--- src/hw/gauge_zero_pkg.sv ---
// Purpose: shared constants and carriers for the gauge zero-return config and status block
// Assumes: 16-bit serial frames, address in the top 3 bits, data in the low 13 bits
// Notes: step times are held in units of 10 us, blanking in us
package gauge_zero_pkg;
  // frame layout
  localparam int FRAME_BITS = 16;
  localparam int ADDR_LSB = 13;
  localparam logic [2:0] ADDR_ZR_CMD = 3'h4;
  localparam logic [2:0] ADDR_ZR_CFG = 3'h5;
  // zero_return_command field positions
  localparam int CMD_RSVD_LSB = 5;
  localparam int CMD_UNCOND_BIT = 4;
  localparam int CMD_WIN_LSB = 2;
  localparam int CMD_EN_BIT = 1;
  localparam int CMD_SEL_BIT = 0;
  // zero_return_config reset values
  localparam logic [7:0] PRELOAD_RST = 8'h00;
  localparam logic BLANK_SEL_RST = 1'b0;
  localparam logic [3:0] STEP_CODE_RST = 4'h5;
  // accumulator
  localparam int ACC_W = 15;
  localparam logic [ACC_W-1:0] ACC_RST = 15'h7FFF;
  localparam logic [ACC_W-1:0] ACC_LAST_RST = 15'h0000;
  // timing
  localparam int CLK_MHZ = 200;
  localparam int CNT_W = 24;
  localparam int BLANK_SHORT_US = 512;
  localparam int BLANK_LONG_US = 768;
  localparam int STEP_UNIT_US = 10;
  localparam int STEP_TIME_10US [16] = '{486, 486, 896, 1306, 1715, 2125, 2534, 2944,
                                         3354, 3763, 4173, 4582, 4992, 5402, 5811, 6221};

  typedef struct packed
  {
    logic [7:0] preload_value;
    logic blanking_select;
    logic [3:0] full_step_time_code;
  } zr_cfg_t;

  typedef struct packed
  {
    logic [7:0] accum_status_byte;
    logic clock_cal_fault;
    logic supply_fault;
    logic [1:0] moved;
    logic [1:0] zeroing_active;
    logic [1:0] overtemp;
  } status_t;

  typedef enum logic [2:0]
  {
    ZR_IDLE = 3'b001,
    ZR_BLANK = 3'b010,
    ZR_INTEG = 3'b100
  } zr_state_t;
endpackage

--- src/hw/gauge_zero_status.sv ---
// Purpose: serial status word, frame length check, zero-return config and step timing
// Assumes: master drives sclk low while idle, samples so on sclk rising edge
// Notes: cs, sclk and si pins pass two flip-flops; so changes after each sampled sclk rise
`timescale 1ns/1ps

module gauge_zero_status
#(
  parameter int CYC_PER_US = gauge_zero_pkg::CLK_MHZ
)
(
  // clock and reset
  input wire logic clk_i,
  input wire logic rst_i,
  // serial link pins
  input wire logic cs_n_i,
  input wire logic sclk_i,
  input wire logic si_i,
  output logic so_o,
  output logic so_oe_n_o,
  // zero-return integrator
  input wire logic bemf_up_i,
  output logic full_step_o,
  output logic integrate_o,
  output logic [1:0] zeroing_o,
  output gauge_zero_pkg::zr_cfg_t zr_cfg_o,
  // fault and motion events
  input wire logic clk_cal_bad_i,
  input wire logic undervolt_i,
  input wire logic overvolt_i,
  input wire logic [1:0] pos_changed_i,
  input wire logic [1:0] overtemp_i,
  input wire logic [1:0] gauge_enable_i,
  output logic [1:0] gauge_off_o
);

  ////////////////////////////////////////////////////////////////////////////////////////////
  // timing helpers

  localparam int CW = gauge_zero_pkg::CNT_W;
  localparam int AW = gauge_zero_pkg::ACC_W;
  localparam int ADDR_LSB_I = gauge_zero_pkg::ADDR_LSB;

  function automatic logic [CW-1:0] step_cycles(input logic [3:0] code);
    step_cycles = CW'(gauge_zero_pkg::STEP_TIME_10US[code] * gauge_zero_pkg::STEP_UNIT_US
                      * CYC_PER_US);
  endfunction

  function automatic logic [CW-1:0] blank_cycles(input logic sel);
    blank_cycles = sel ? CW'(gauge_zero_pkg::BLANK_LONG_US * CYC_PER_US)
                       : CW'(gauge_zero_pkg::BLANK_SHORT_US * CYC_PER_US);
  endfunction

  function automatic logic [7:0] acc_window(input logic [AW-1:0] acc, input logic [1:0] sel);
    case (sel)
      2'h0: acc_window = acc[7:0];
      2'h1: acc_window = acc[11:4];
      default: acc_window = {1'b0, acc[14:8]};
    endcase
  endfunction

  ////////////////////////////////////////////////////////////////////////////////////////////
  // state

  logic cs_s1_reg, cs_s2_reg, cs_d_reg;
  logic sclk_s1_reg, sclk_s2_reg, sclk_d_reg;
  logic si_s1_reg, si_s2_reg;
  logic [15:0] shift_reg, shift_next;
  logic [15:0] bit_cnt_reg, bit_cnt_next;
  logic so_reg, so_next;
  logic so_oe_n_reg, so_oe_n_next;
  gauge_zero_pkg::zr_cfg_t cfg_reg, cfg_next;
  logic [1:0] win_sel_reg, win_sel_next;
  logic uncond_reg, uncond_next;
  logic supply_reg, supply_next;
  logic [1:0] moved_reg, moved_next;
  logic [1:0] zeroing_reg, zeroing_next;
  logic [1:0] zero_seen_reg, zero_seen_next;
  logic [1:0] overtemp_reg, overtemp_next;
  logic [1:0] gauge_off_reg, gauge_off_next;
  gauge_zero_pkg::zr_state_t state_reg, state_next;
  logic [CW-1:0] elapsed_reg, elapsed_next;
  logic [AW-1:0] acc_reg, acc_next;
  logic [AW-1:0] acc_last_reg, acc_last_next;
  logic full_step_reg, full_step_next;
  logic clk_cal_reg, clk_cal_next;

  gauge_zero_pkg::status_t status;
  logic cs_fall, cs_rise, sclk_rise, frame_ok, zr_run;
  logic [AW-1:0] preload;
  logic [AW-1:0] acc_step;

  ////////////////////////////////////////////////////////////////////////////////////////////
  // next-state logic

  always_comb
  begin
    cs_fall = cs_d_reg & ~cs_s2_reg;
    cs_rise = ~cs_d_reg & cs_s2_reg;
    sclk_rise = ~sclk_d_reg & sclk_s2_reg & ~cs_s2_reg;
    frame_ok = cs_rise && (bit_cnt_reg != 16'h0000) && (bit_cnt_reg[3:0] == 4'h0);
    // -(16*pv)-1 is the bitwise inverse of pv*16
    preload = ~{3'h0, cfg_reg.preload_value, 4'h0};

    status.accum_status_byte = acc_window(acc_last_reg, win_sel_reg);
    status.clock_cal_fault = clk_cal_reg;
    status.supply_fault = supply_reg;
    status.moved = moved_reg;
    status.zeroing_active = zeroing_reg;
    status.overtemp = overtemp_reg;

    shift_next = shift_reg;
    bit_cnt_next = bit_cnt_reg;
    so_oe_n_next = so_oe_n_reg;
    cfg_next = cfg_reg;
    win_sel_next = win_sel_reg;
    uncond_next = uncond_reg;
    supply_next = supply_reg;
    moved_next = moved_reg;
    zeroing_next = zeroing_reg;
    zero_seen_next = zero_seen_reg;
    overtemp_next = overtemp_reg;
    gauge_off_next = gauge_off_reg;
    state_next = state_reg;
    elapsed_next = elapsed_reg;
    acc_next = acc_reg;
    acc_last_next = acc_last_reg;
    full_step_next = 1'b0;
    clk_cal_next = clk_cal_bad_i;

    // serial shifter; config is never loaded into it, only status
    if (cs_fall)
    begin
      shift_next = status;
      bit_cnt_next = 16'h0000;
      so_oe_n_next = 1'b0;
    end
    else if (sclk_rise)
    begin
      // input bits fall through behind the status word for chaining
      shift_next = {shift_reg[14:0], si_s2_reg};
      bit_cnt_next = bit_cnt_reg + 16'h0001;
    end
    if (cs_rise)
    begin
      so_oe_n_next = 1'b1;
    end

    // supply and motion clears happen only on a good frame, so a bad one resends them
    if (frame_ok)
    begin
      supply_next = 1'b0;
      moved_next = 2'b00;
      zeroing_next = zeroing_reg & ~zero_seen_reg;
      zero_seen_next = 2'b00;
      if (shift_reg[15:ADDR_LSB_I] == gauge_zero_pkg::ADDR_ZR_CFG)
      begin
        cfg_next = gauge_zero_pkg::zr_cfg_t'(shift_reg[12:0]);
      end
      if ((shift_reg[15:ADDR_LSB_I] == gauge_zero_pkg::ADDR_ZR_CMD)
          && (shift_reg[12:gauge_zero_pkg::CMD_RSVD_LSB] == 8'h00))
      begin
        win_sel_next = shift_reg[gauge_zero_pkg::CMD_WIN_LSB +: 2];
        uncond_next = shift_reg[gauge_zero_pkg::CMD_UNCOND_BIT];
        zeroing_next[shift_reg[gauge_zero_pkg::CMD_SEL_BIT]] =
          shift_reg[gauge_zero_pkg::CMD_EN_BIT];
      end
    end

    // events set after clears so a same-cycle event is kept
    supply_next = supply_next | undervolt_i | overvolt_i;
    moved_next = moved_next | pos_changed_i;
    overtemp_next = (overtemp_reg & ~gauge_enable_i) | overtemp_i;
    gauge_off_next = (gauge_off_reg & ~gauge_enable_i) | overtemp_i
                     | {2{overvolt_i}};

    // zero-return step timing and integration
    zr_run = |(zeroing_next & ~zero_seen_next);
    acc_step = bemf_up_i ? acc_reg + AW'(1) : acc_reg - AW'(1);
    case (state_reg)
      gauge_zero_pkg::ZR_IDLE:
      begin
        if (zr_run)
        begin
          state_next = gauge_zero_pkg::ZR_BLANK;
          elapsed_next = '0;
          acc_next = preload;
          full_step_next = 1'b1;
        end
      end
      gauge_zero_pkg::ZR_BLANK:
      begin
        elapsed_next = elapsed_reg + CW'(1);
        if (elapsed_reg == blank_cycles(cfg_reg.blanking_select) - CW'(1))
        begin
          state_next = gauge_zero_pkg::ZR_INTEG;
        end
      end
      gauge_zero_pkg::ZR_INTEG:
      begin
        elapsed_next = elapsed_reg + CW'(1);
        acc_next = acc_step;
        if (elapsed_reg == step_cycles(cfg_reg.full_step_time_code) - CW'(1))
        begin
          acc_last_next = acc_step;
          // negative result means stalled pointer unless forced mode
          if (acc_step[AW-1] && !uncond_reg)
          begin
            zero_seen_next = zero_seen_next | zeroing_next;
          end
          state_next = gauge_zero_pkg::ZR_IDLE;
          if (|(zeroing_next & ~zero_seen_next))
          begin
            state_next = gauge_zero_pkg::ZR_BLANK;
            elapsed_next = '0;
            acc_next = preload;
            full_step_next = 1'b1;
          end
        end
      end
      default:
      begin
        state_next = gauge_zero_pkg::ZR_IDLE;
      end
    endcase
    // master turning zero return off ends the step at once
    if (!zr_run && state_reg != gauge_zero_pkg::ZR_IDLE)
    begin
      state_next = gauge_zero_pkg::ZR_IDLE;
    end

    so_next = shift_next[15];
  end

  ////////////////////////////////////////////////////////////////////////////////////////////
  // registers

  always_ff @(posedge clk_i or posedge rst_i)
  begin
    if (rst_i)
    begin
      cs_s1_reg <= 1'b1;
      cs_s2_reg <= 1'b1;
      cs_d_reg <= 1'b1;
      sclk_s1_reg <= 1'b0;
      sclk_s2_reg <= 1'b0;
      sclk_d_reg <= 1'b0;
      si_s1_reg <= 1'b0;
      si_s2_reg <= 1'b0;
      shift_reg <= 16'h0000;
      bit_cnt_reg <= 16'h0000;
      so_reg <= 1'b0;
      so_oe_n_reg <= 1'b1;
      cfg_reg <= {gauge_zero_pkg::PRELOAD_RST, gauge_zero_pkg::BLANK_SEL_RST,
                  gauge_zero_pkg::STEP_CODE_RST};
      win_sel_reg <= 2'h0;
      uncond_reg <= 1'b0;
      supply_reg <= 1'b0;
      moved_reg <= 2'h0;
      zeroing_reg <= 2'h0;
      zero_seen_reg <= 2'h0;
      overtemp_reg <= 2'h0;
      gauge_off_reg <= 2'h0;
      state_reg <= gauge_zero_pkg::ZR_IDLE;
      elapsed_reg <= '0;
      acc_reg <= gauge_zero_pkg::ACC_RST;
      acc_last_reg <= gauge_zero_pkg::ACC_LAST_RST;
      full_step_reg <= 1'b0;
      clk_cal_reg <= 1'b0;
    end
    else
    begin
      cs_s1_reg <= cs_n_i;
      cs_s2_reg <= cs_s1_reg;
      cs_d_reg <= cs_s2_reg;
      sclk_s1_reg <= sclk_i;
      sclk_s2_reg <= sclk_s1_reg;
      sclk_d_reg <= sclk_s2_reg;
      si_s1_reg <= si_i;
      si_s2_reg <= si_s1_reg;
      shift_reg <= shift_next;
      bit_cnt_reg <= bit_cnt_next;
      so_reg <= so_next;
      so_oe_n_reg <= so_oe_n_next;
      cfg_reg <= cfg_next;
      win_sel_reg <= win_sel_next;
      uncond_reg <= uncond_next;
      supply_reg <= supply_next;
      moved_reg <= moved_next;
      zeroing_reg <= zeroing_next;
      zero_seen_reg <= zero_seen_next;
      overtemp_reg <= overtemp_next;
      gauge_off_reg <= gauge_off_next;
      state_reg <= state_next;
      elapsed_reg <= elapsed_next;
      acc_reg <= acc_next;
      acc_last_reg <= acc_last_next;
      full_step_reg <= full_step_next;
      clk_cal_reg <= clk_cal_next;
    end
  end

  ////////////////////////////////////////////////////////////////////////////////////////////
  // outputs

  assign so_o = so_reg;
  assign so_oe_n_o = so_oe_n_reg;
  assign full_step_o = full_step_reg;
  assign integrate_o = state_reg[2];
  assign zeroing_o = zeroing_reg;
  assign zr_cfg_o = cfg_reg;
  assign gauge_off_o = gauge_off_reg;

endmodule

--- config.mk ---
export PLATFORM = sky130hd
export DESIGN_NAME = gauge_zero_status
export DESIGN_NICKNAME = d
export VERILOG_FILES = /design/src/hw/gauge_zero_pkg.sv /design/src/hw/gauge_zero_status.sv
export SDC_FILE = /design/constraint.sdc
export NUM_CORES = 1
export LEC_CHECK = 0
export BUFFER_PORTS_ARGS = -buffer_cell sky130_fd_sc_hd__buf_2
export CORE_MARGIN = 1
export CORE_UTILIZATION = 45
export CTS_CLUSTER_SIZE = 20
export DETAILED_ROUTE_END_ITERATION = 12
export PLACE_DENSITY = 0.64
export SLEW_MARGIN = 20
export SYNTH_ARGS = -nofsm -noshare
export SYNTH_HDL_FRONTEND = slang
export SYNTH_SLANG_ARGS = --single-unit
--- constraint.sdc ---
create_clock -name clk_i -period 18.88 [get_ports clk_i]
set_input_delay 3.776 -clock clk_i [delete_from_list [all_inputs] [get_ports clk_i]]
set_output_delay 3.776 -clock clk_i [all_outputs]
set_load 0.01 [all_outputs]
==> results.txt <==
- Power density over the cells: 58.0 mW/mm2
- The core region is 0.0220 mm2.
- For this design the top-level I/O count stands at 36.
- Buffers inserted to repair hold after CTS numbered 0.
* Number of I/O port buffers: 35
- Run status: complete, but fails checks
- First-pass GRT wire length: 36900 um
* Skew-Pair Late Insertion Delay: 0.42 ns
- Placed cell areas: 0.0105 mm2
* Number of pins exceeding their max-slew limit in the final report: 0
- Net Count, Synth: 1177
* Fraction of layout cells with a size suffix above 1: 16.2%
- The synthesized netlist contains 96 unique library cells.
- In the finished design, the share of the clock period the worst path needs comes to 47.0%.
- The die covers 0.0232 mm2.
* Area contributors post-synth: sky130_fd_sc_hd__dfrtp_1, sky130_fd_sc_hd__ha_1, sky130_fd_sc_hd__dfstp_2
- Final Instance Count excl. Fillers: 1372
- Once layout is done, the placed cells without fillers occupy 0.0111 mm2.
- Layout overhead on the synthesized area: 9.38%
* Setup crit start kind: flop
- At the pin with the least slew margin, the transition time is 0.980 ns.
- For this run, design rule violations remaining after detail routing come to 1.
- Achievable Freq: 113 MHz
* TritonCTS buffer count: 17
- Clock transition time at the flip-flop clock pins of the worst setup and hold paths: 0.06 ns
- Worst endpoint required time: 19.15 ns
* Die boundary height: 152 um
- STA puts the critical path data arrival time at 9.15 ns.
- Area occupied by multi-input gates: 0.00653 mm2
- Largest net degree at the start of global routing: 80
- By instance count, the cell type seen most on the critical path is sky130_fd_sc_hd__ha_1.
- Min Tclk post-route: 8.88 ns
- Final Hold Vio Count: 0
- Mean instance size in the synthesized netlist: 9.60 um2
- The wire-length estimate of the detail-placed layout is 16500 um.
* Critical path type: reg2reg
- At the end of routability-driven placement, the weighted congestion stood at 0.819.
* Most frequent cells after synthesis: sky130_fd_sc_hd__dfrtp_1, sky130_fd_sc_hd__ha_1, sky130_fd_sc_hd__nor2_1, sky130_fd_sc_hd__nand2_1, sky130_fd_sc_hd__o21ai_0
* Post-CTS Setup Inserts: 0
- After Yosys synthesis, and, or, nand and nor cells account for 19.2% of the synthesized area.
- The routed layout has 7706 vias.
- The worst setup path is captured at a flop.
- Number of antenna repair diodes: 0
- Adder-cell share of the synthesized area: 13.9%
* All-Layer GR Usage: 19.5%
- Setup total negative slack on the finished layout was measured at 0 ns.
- Area occupied by registers: 0.00321 mm2
- Clk buf depth: 2
- Max transition margin: 34.7%
- Row generation in the floorplan step produced 54 rows.
- Average wire length per cell after detail routing: 15.7 um
* Worst VDD drop: 0.0660 mV
* Chip width: 152 um
* Async SR Flop Fraction: 100%
- Clock Root Buffer: sky130_fd_sc_hd__clkbuf_16
* Compound-Gate Fraction of Synth Area: 16.7%
- Sequential area share after synthesis: 31.6%
- Largest stage delay on the critical path: 0.67 ns
- Master of the slowest instance on the critical path: sky130_fd_sc_hd__dfrtp_1
- For this run, the number of Yosys warnings is 0.
- By area, the combinational part of the netlist is dominated by simple AND/OR/NAND/NOR gates.
* Count of TritonRoute iterations in the first routing pass: 9
- Via count of the first global-routing pass: 7542
- Number of fillers in the final layout: 2016
- GR Overflow Total: 0
* Cell leakage power: 4.74 nW
- The initial antenna violation count is 0.
- Violated checks: DRC
- Setup repair after global routing left no endpoint under its margin.
* Synth Register Bits: 127
- Leading cell type by number of instances after synthesis: sky130_fd_sc_hd__dfrtp_1
- The mapped netlist covers 0.0102 mm2.
* Share of the synthesized area in the top cell type: 25.9%
- Gate count of the mapped netlist: 1057
- Number of placed cells counting well taps: 1340
* Final net count: 1199
- CTS H-tree depth: 4
* Most used DFF post-synth: sky130_fd_sc_hd__dfrtp_1
- Initial DRC Count: 356
* Number of enable-type register cells in the synthesized netlist: 0
- Post_cts resized: 0
- Critical path peak fanout: 23
- Type of the most critical hold path: reg2reg
- Clock skew on the completed layout was measured at 0.0109 ns.
- For this configuration, the core starts out at a cell density of 46.2%.
* Post-synthesis mux area share: 6.38%
* Final setup vio count: 0
- Routed via count divided by cell count: 5.62
- Count of clock tree sinks: 127
- Fraction of synthesized cell area in xor and xnor cells: 8.07%
- Number of max-capacitance violations reported: 0
- Number of antenna-violating nets in the routed design: 0
- Number of flip-flops under the largest register name: 24
- Clock tree from TritonCTS: done
* Leading area contributor after synthesis: sky130_fd_sc_hd__dfrtp_1
- Wire length reported by the detailed router: 21600 um
[layout make-up]
type                            instances  area share [%]
Multi-Input combinational cell        836            58.8
Clock inverter                         14            1.34
Inverter                               59            2.06
Clock buffer                           18            3.96
Timing Repair Buffer                   38            1.78
Sequential cell                       127            28.9
Tap cell                              280            3.16
[stage by stage]
| step | power, mW | util, % | hold slack (ns) | setup WS, ns |
|---|---|---|---|---|
| after floorplan | 0.313 | - | 0.331 | 11.25 |
| after global placement | 0.325 | 47.9 | 0.336 | 10.23 |
| after detailed placement | 0.325 | 47.9 | 0.336 | 10.08 |
| after CTS | 0.649 | 50.5 | 0.351 | 10.04 |
| after global routing | 0.666 | 50.6 | 0.363 | 9.28 |
| final | 0.644 | 50.6 | 0.347 | 10.0 |
[report_power, final]
part	switching (mW)	internal, mW	total [mW]
combinational	0.0225	0.0125	0.0350
sequential	0.00658	0.279	0.285
clock	0.134	0.189	0.323
total	0.163	0.481	0.644
[kinds of logic after synthesis]
kind of cell             Yosys count
AO/OA/AOI/OAI                    232
XOR/XNOR                          92
adder cells (fa/ha/maj)          105
buffers and inverters             94
flip-flops                       127
multiplexers                      61
AND/OR/NAND/NOR                  346
[worst max-delay path: cells and delay by family (launching register included)]
family | cells | cell delay [ns]
compound gates | 11 | 2.16
xor+xnor | 2 | 0.44
fa+ha+maj | 7 | 2.42
buf+inv | 2 | 0.63
flops | 1 | 0.67
mux | 2 | 0.50
simple gates | 7 | 1.88
[cell usage in the layout, fill, tap and decap left out, drive strengths merged, types with 14 or more instances in the layout]
| master | instances |
|---|---|
| xnor2 | 59 |
| buf | 38 |
| nand2 | 76 |
| nor3 | 18 |
| nor2 | 99 |
| dfrtp | 105 |
| nor2b | 17 |
| xor2 | 32 |
| nand3 | 27 |
| o31ai | 14 |
| a21oi | 39 |
| nor4 | 16 |
| clkbuf | 18 |
| inv | 67 |
| o21ai | 71 |
| dfstp | 22 |
| mux2 | 27 |
| mux2i | 34 |
| ha | 92 |
[metal layers]
layer	track usage [%]	vias up	wire length [um]
li1	-	3854	-
met1	25.4	3717	10200
met2	33.5	110	10500
met3	2.47	25	501
met4	6.03	0	384
met5	0	-	0
[final timing paths]
kind / cells after the start / from / endpoint / slack (ns)
setup / recovery: 31 / zr_cfg_o[1]$_DFFE_PP0P_ / elapsed_reg[19]$_DFFE_PP0P_ / 10.0
hold / removal: 0 / sclk_s1_reg$_DFF_PP0_ / sclk_s2_reg$_DFF_PP0_ / 0.35
setup reg to reg: 31 / zr_cfg_o[1]$_DFFE_PP0P_ / elapsed_reg[19]$_DFFE_PP0P_ / 10.0
hold reg to reg: 0 / sclk_s1_reg$_DFF_PP0_ / sclk_s2_reg$_DFF_PP0_ / 0.35
max in group asynchronous: 3 / rst_i / zr_cfg_o[11]$_DFFE_PP0P_ / 14.06
min in group asynchronous: 2 / rst_i / bit_cnt_reg[13]$_DFFE_PP0P_ / 3.57
(Power assumes the default switching activity.)
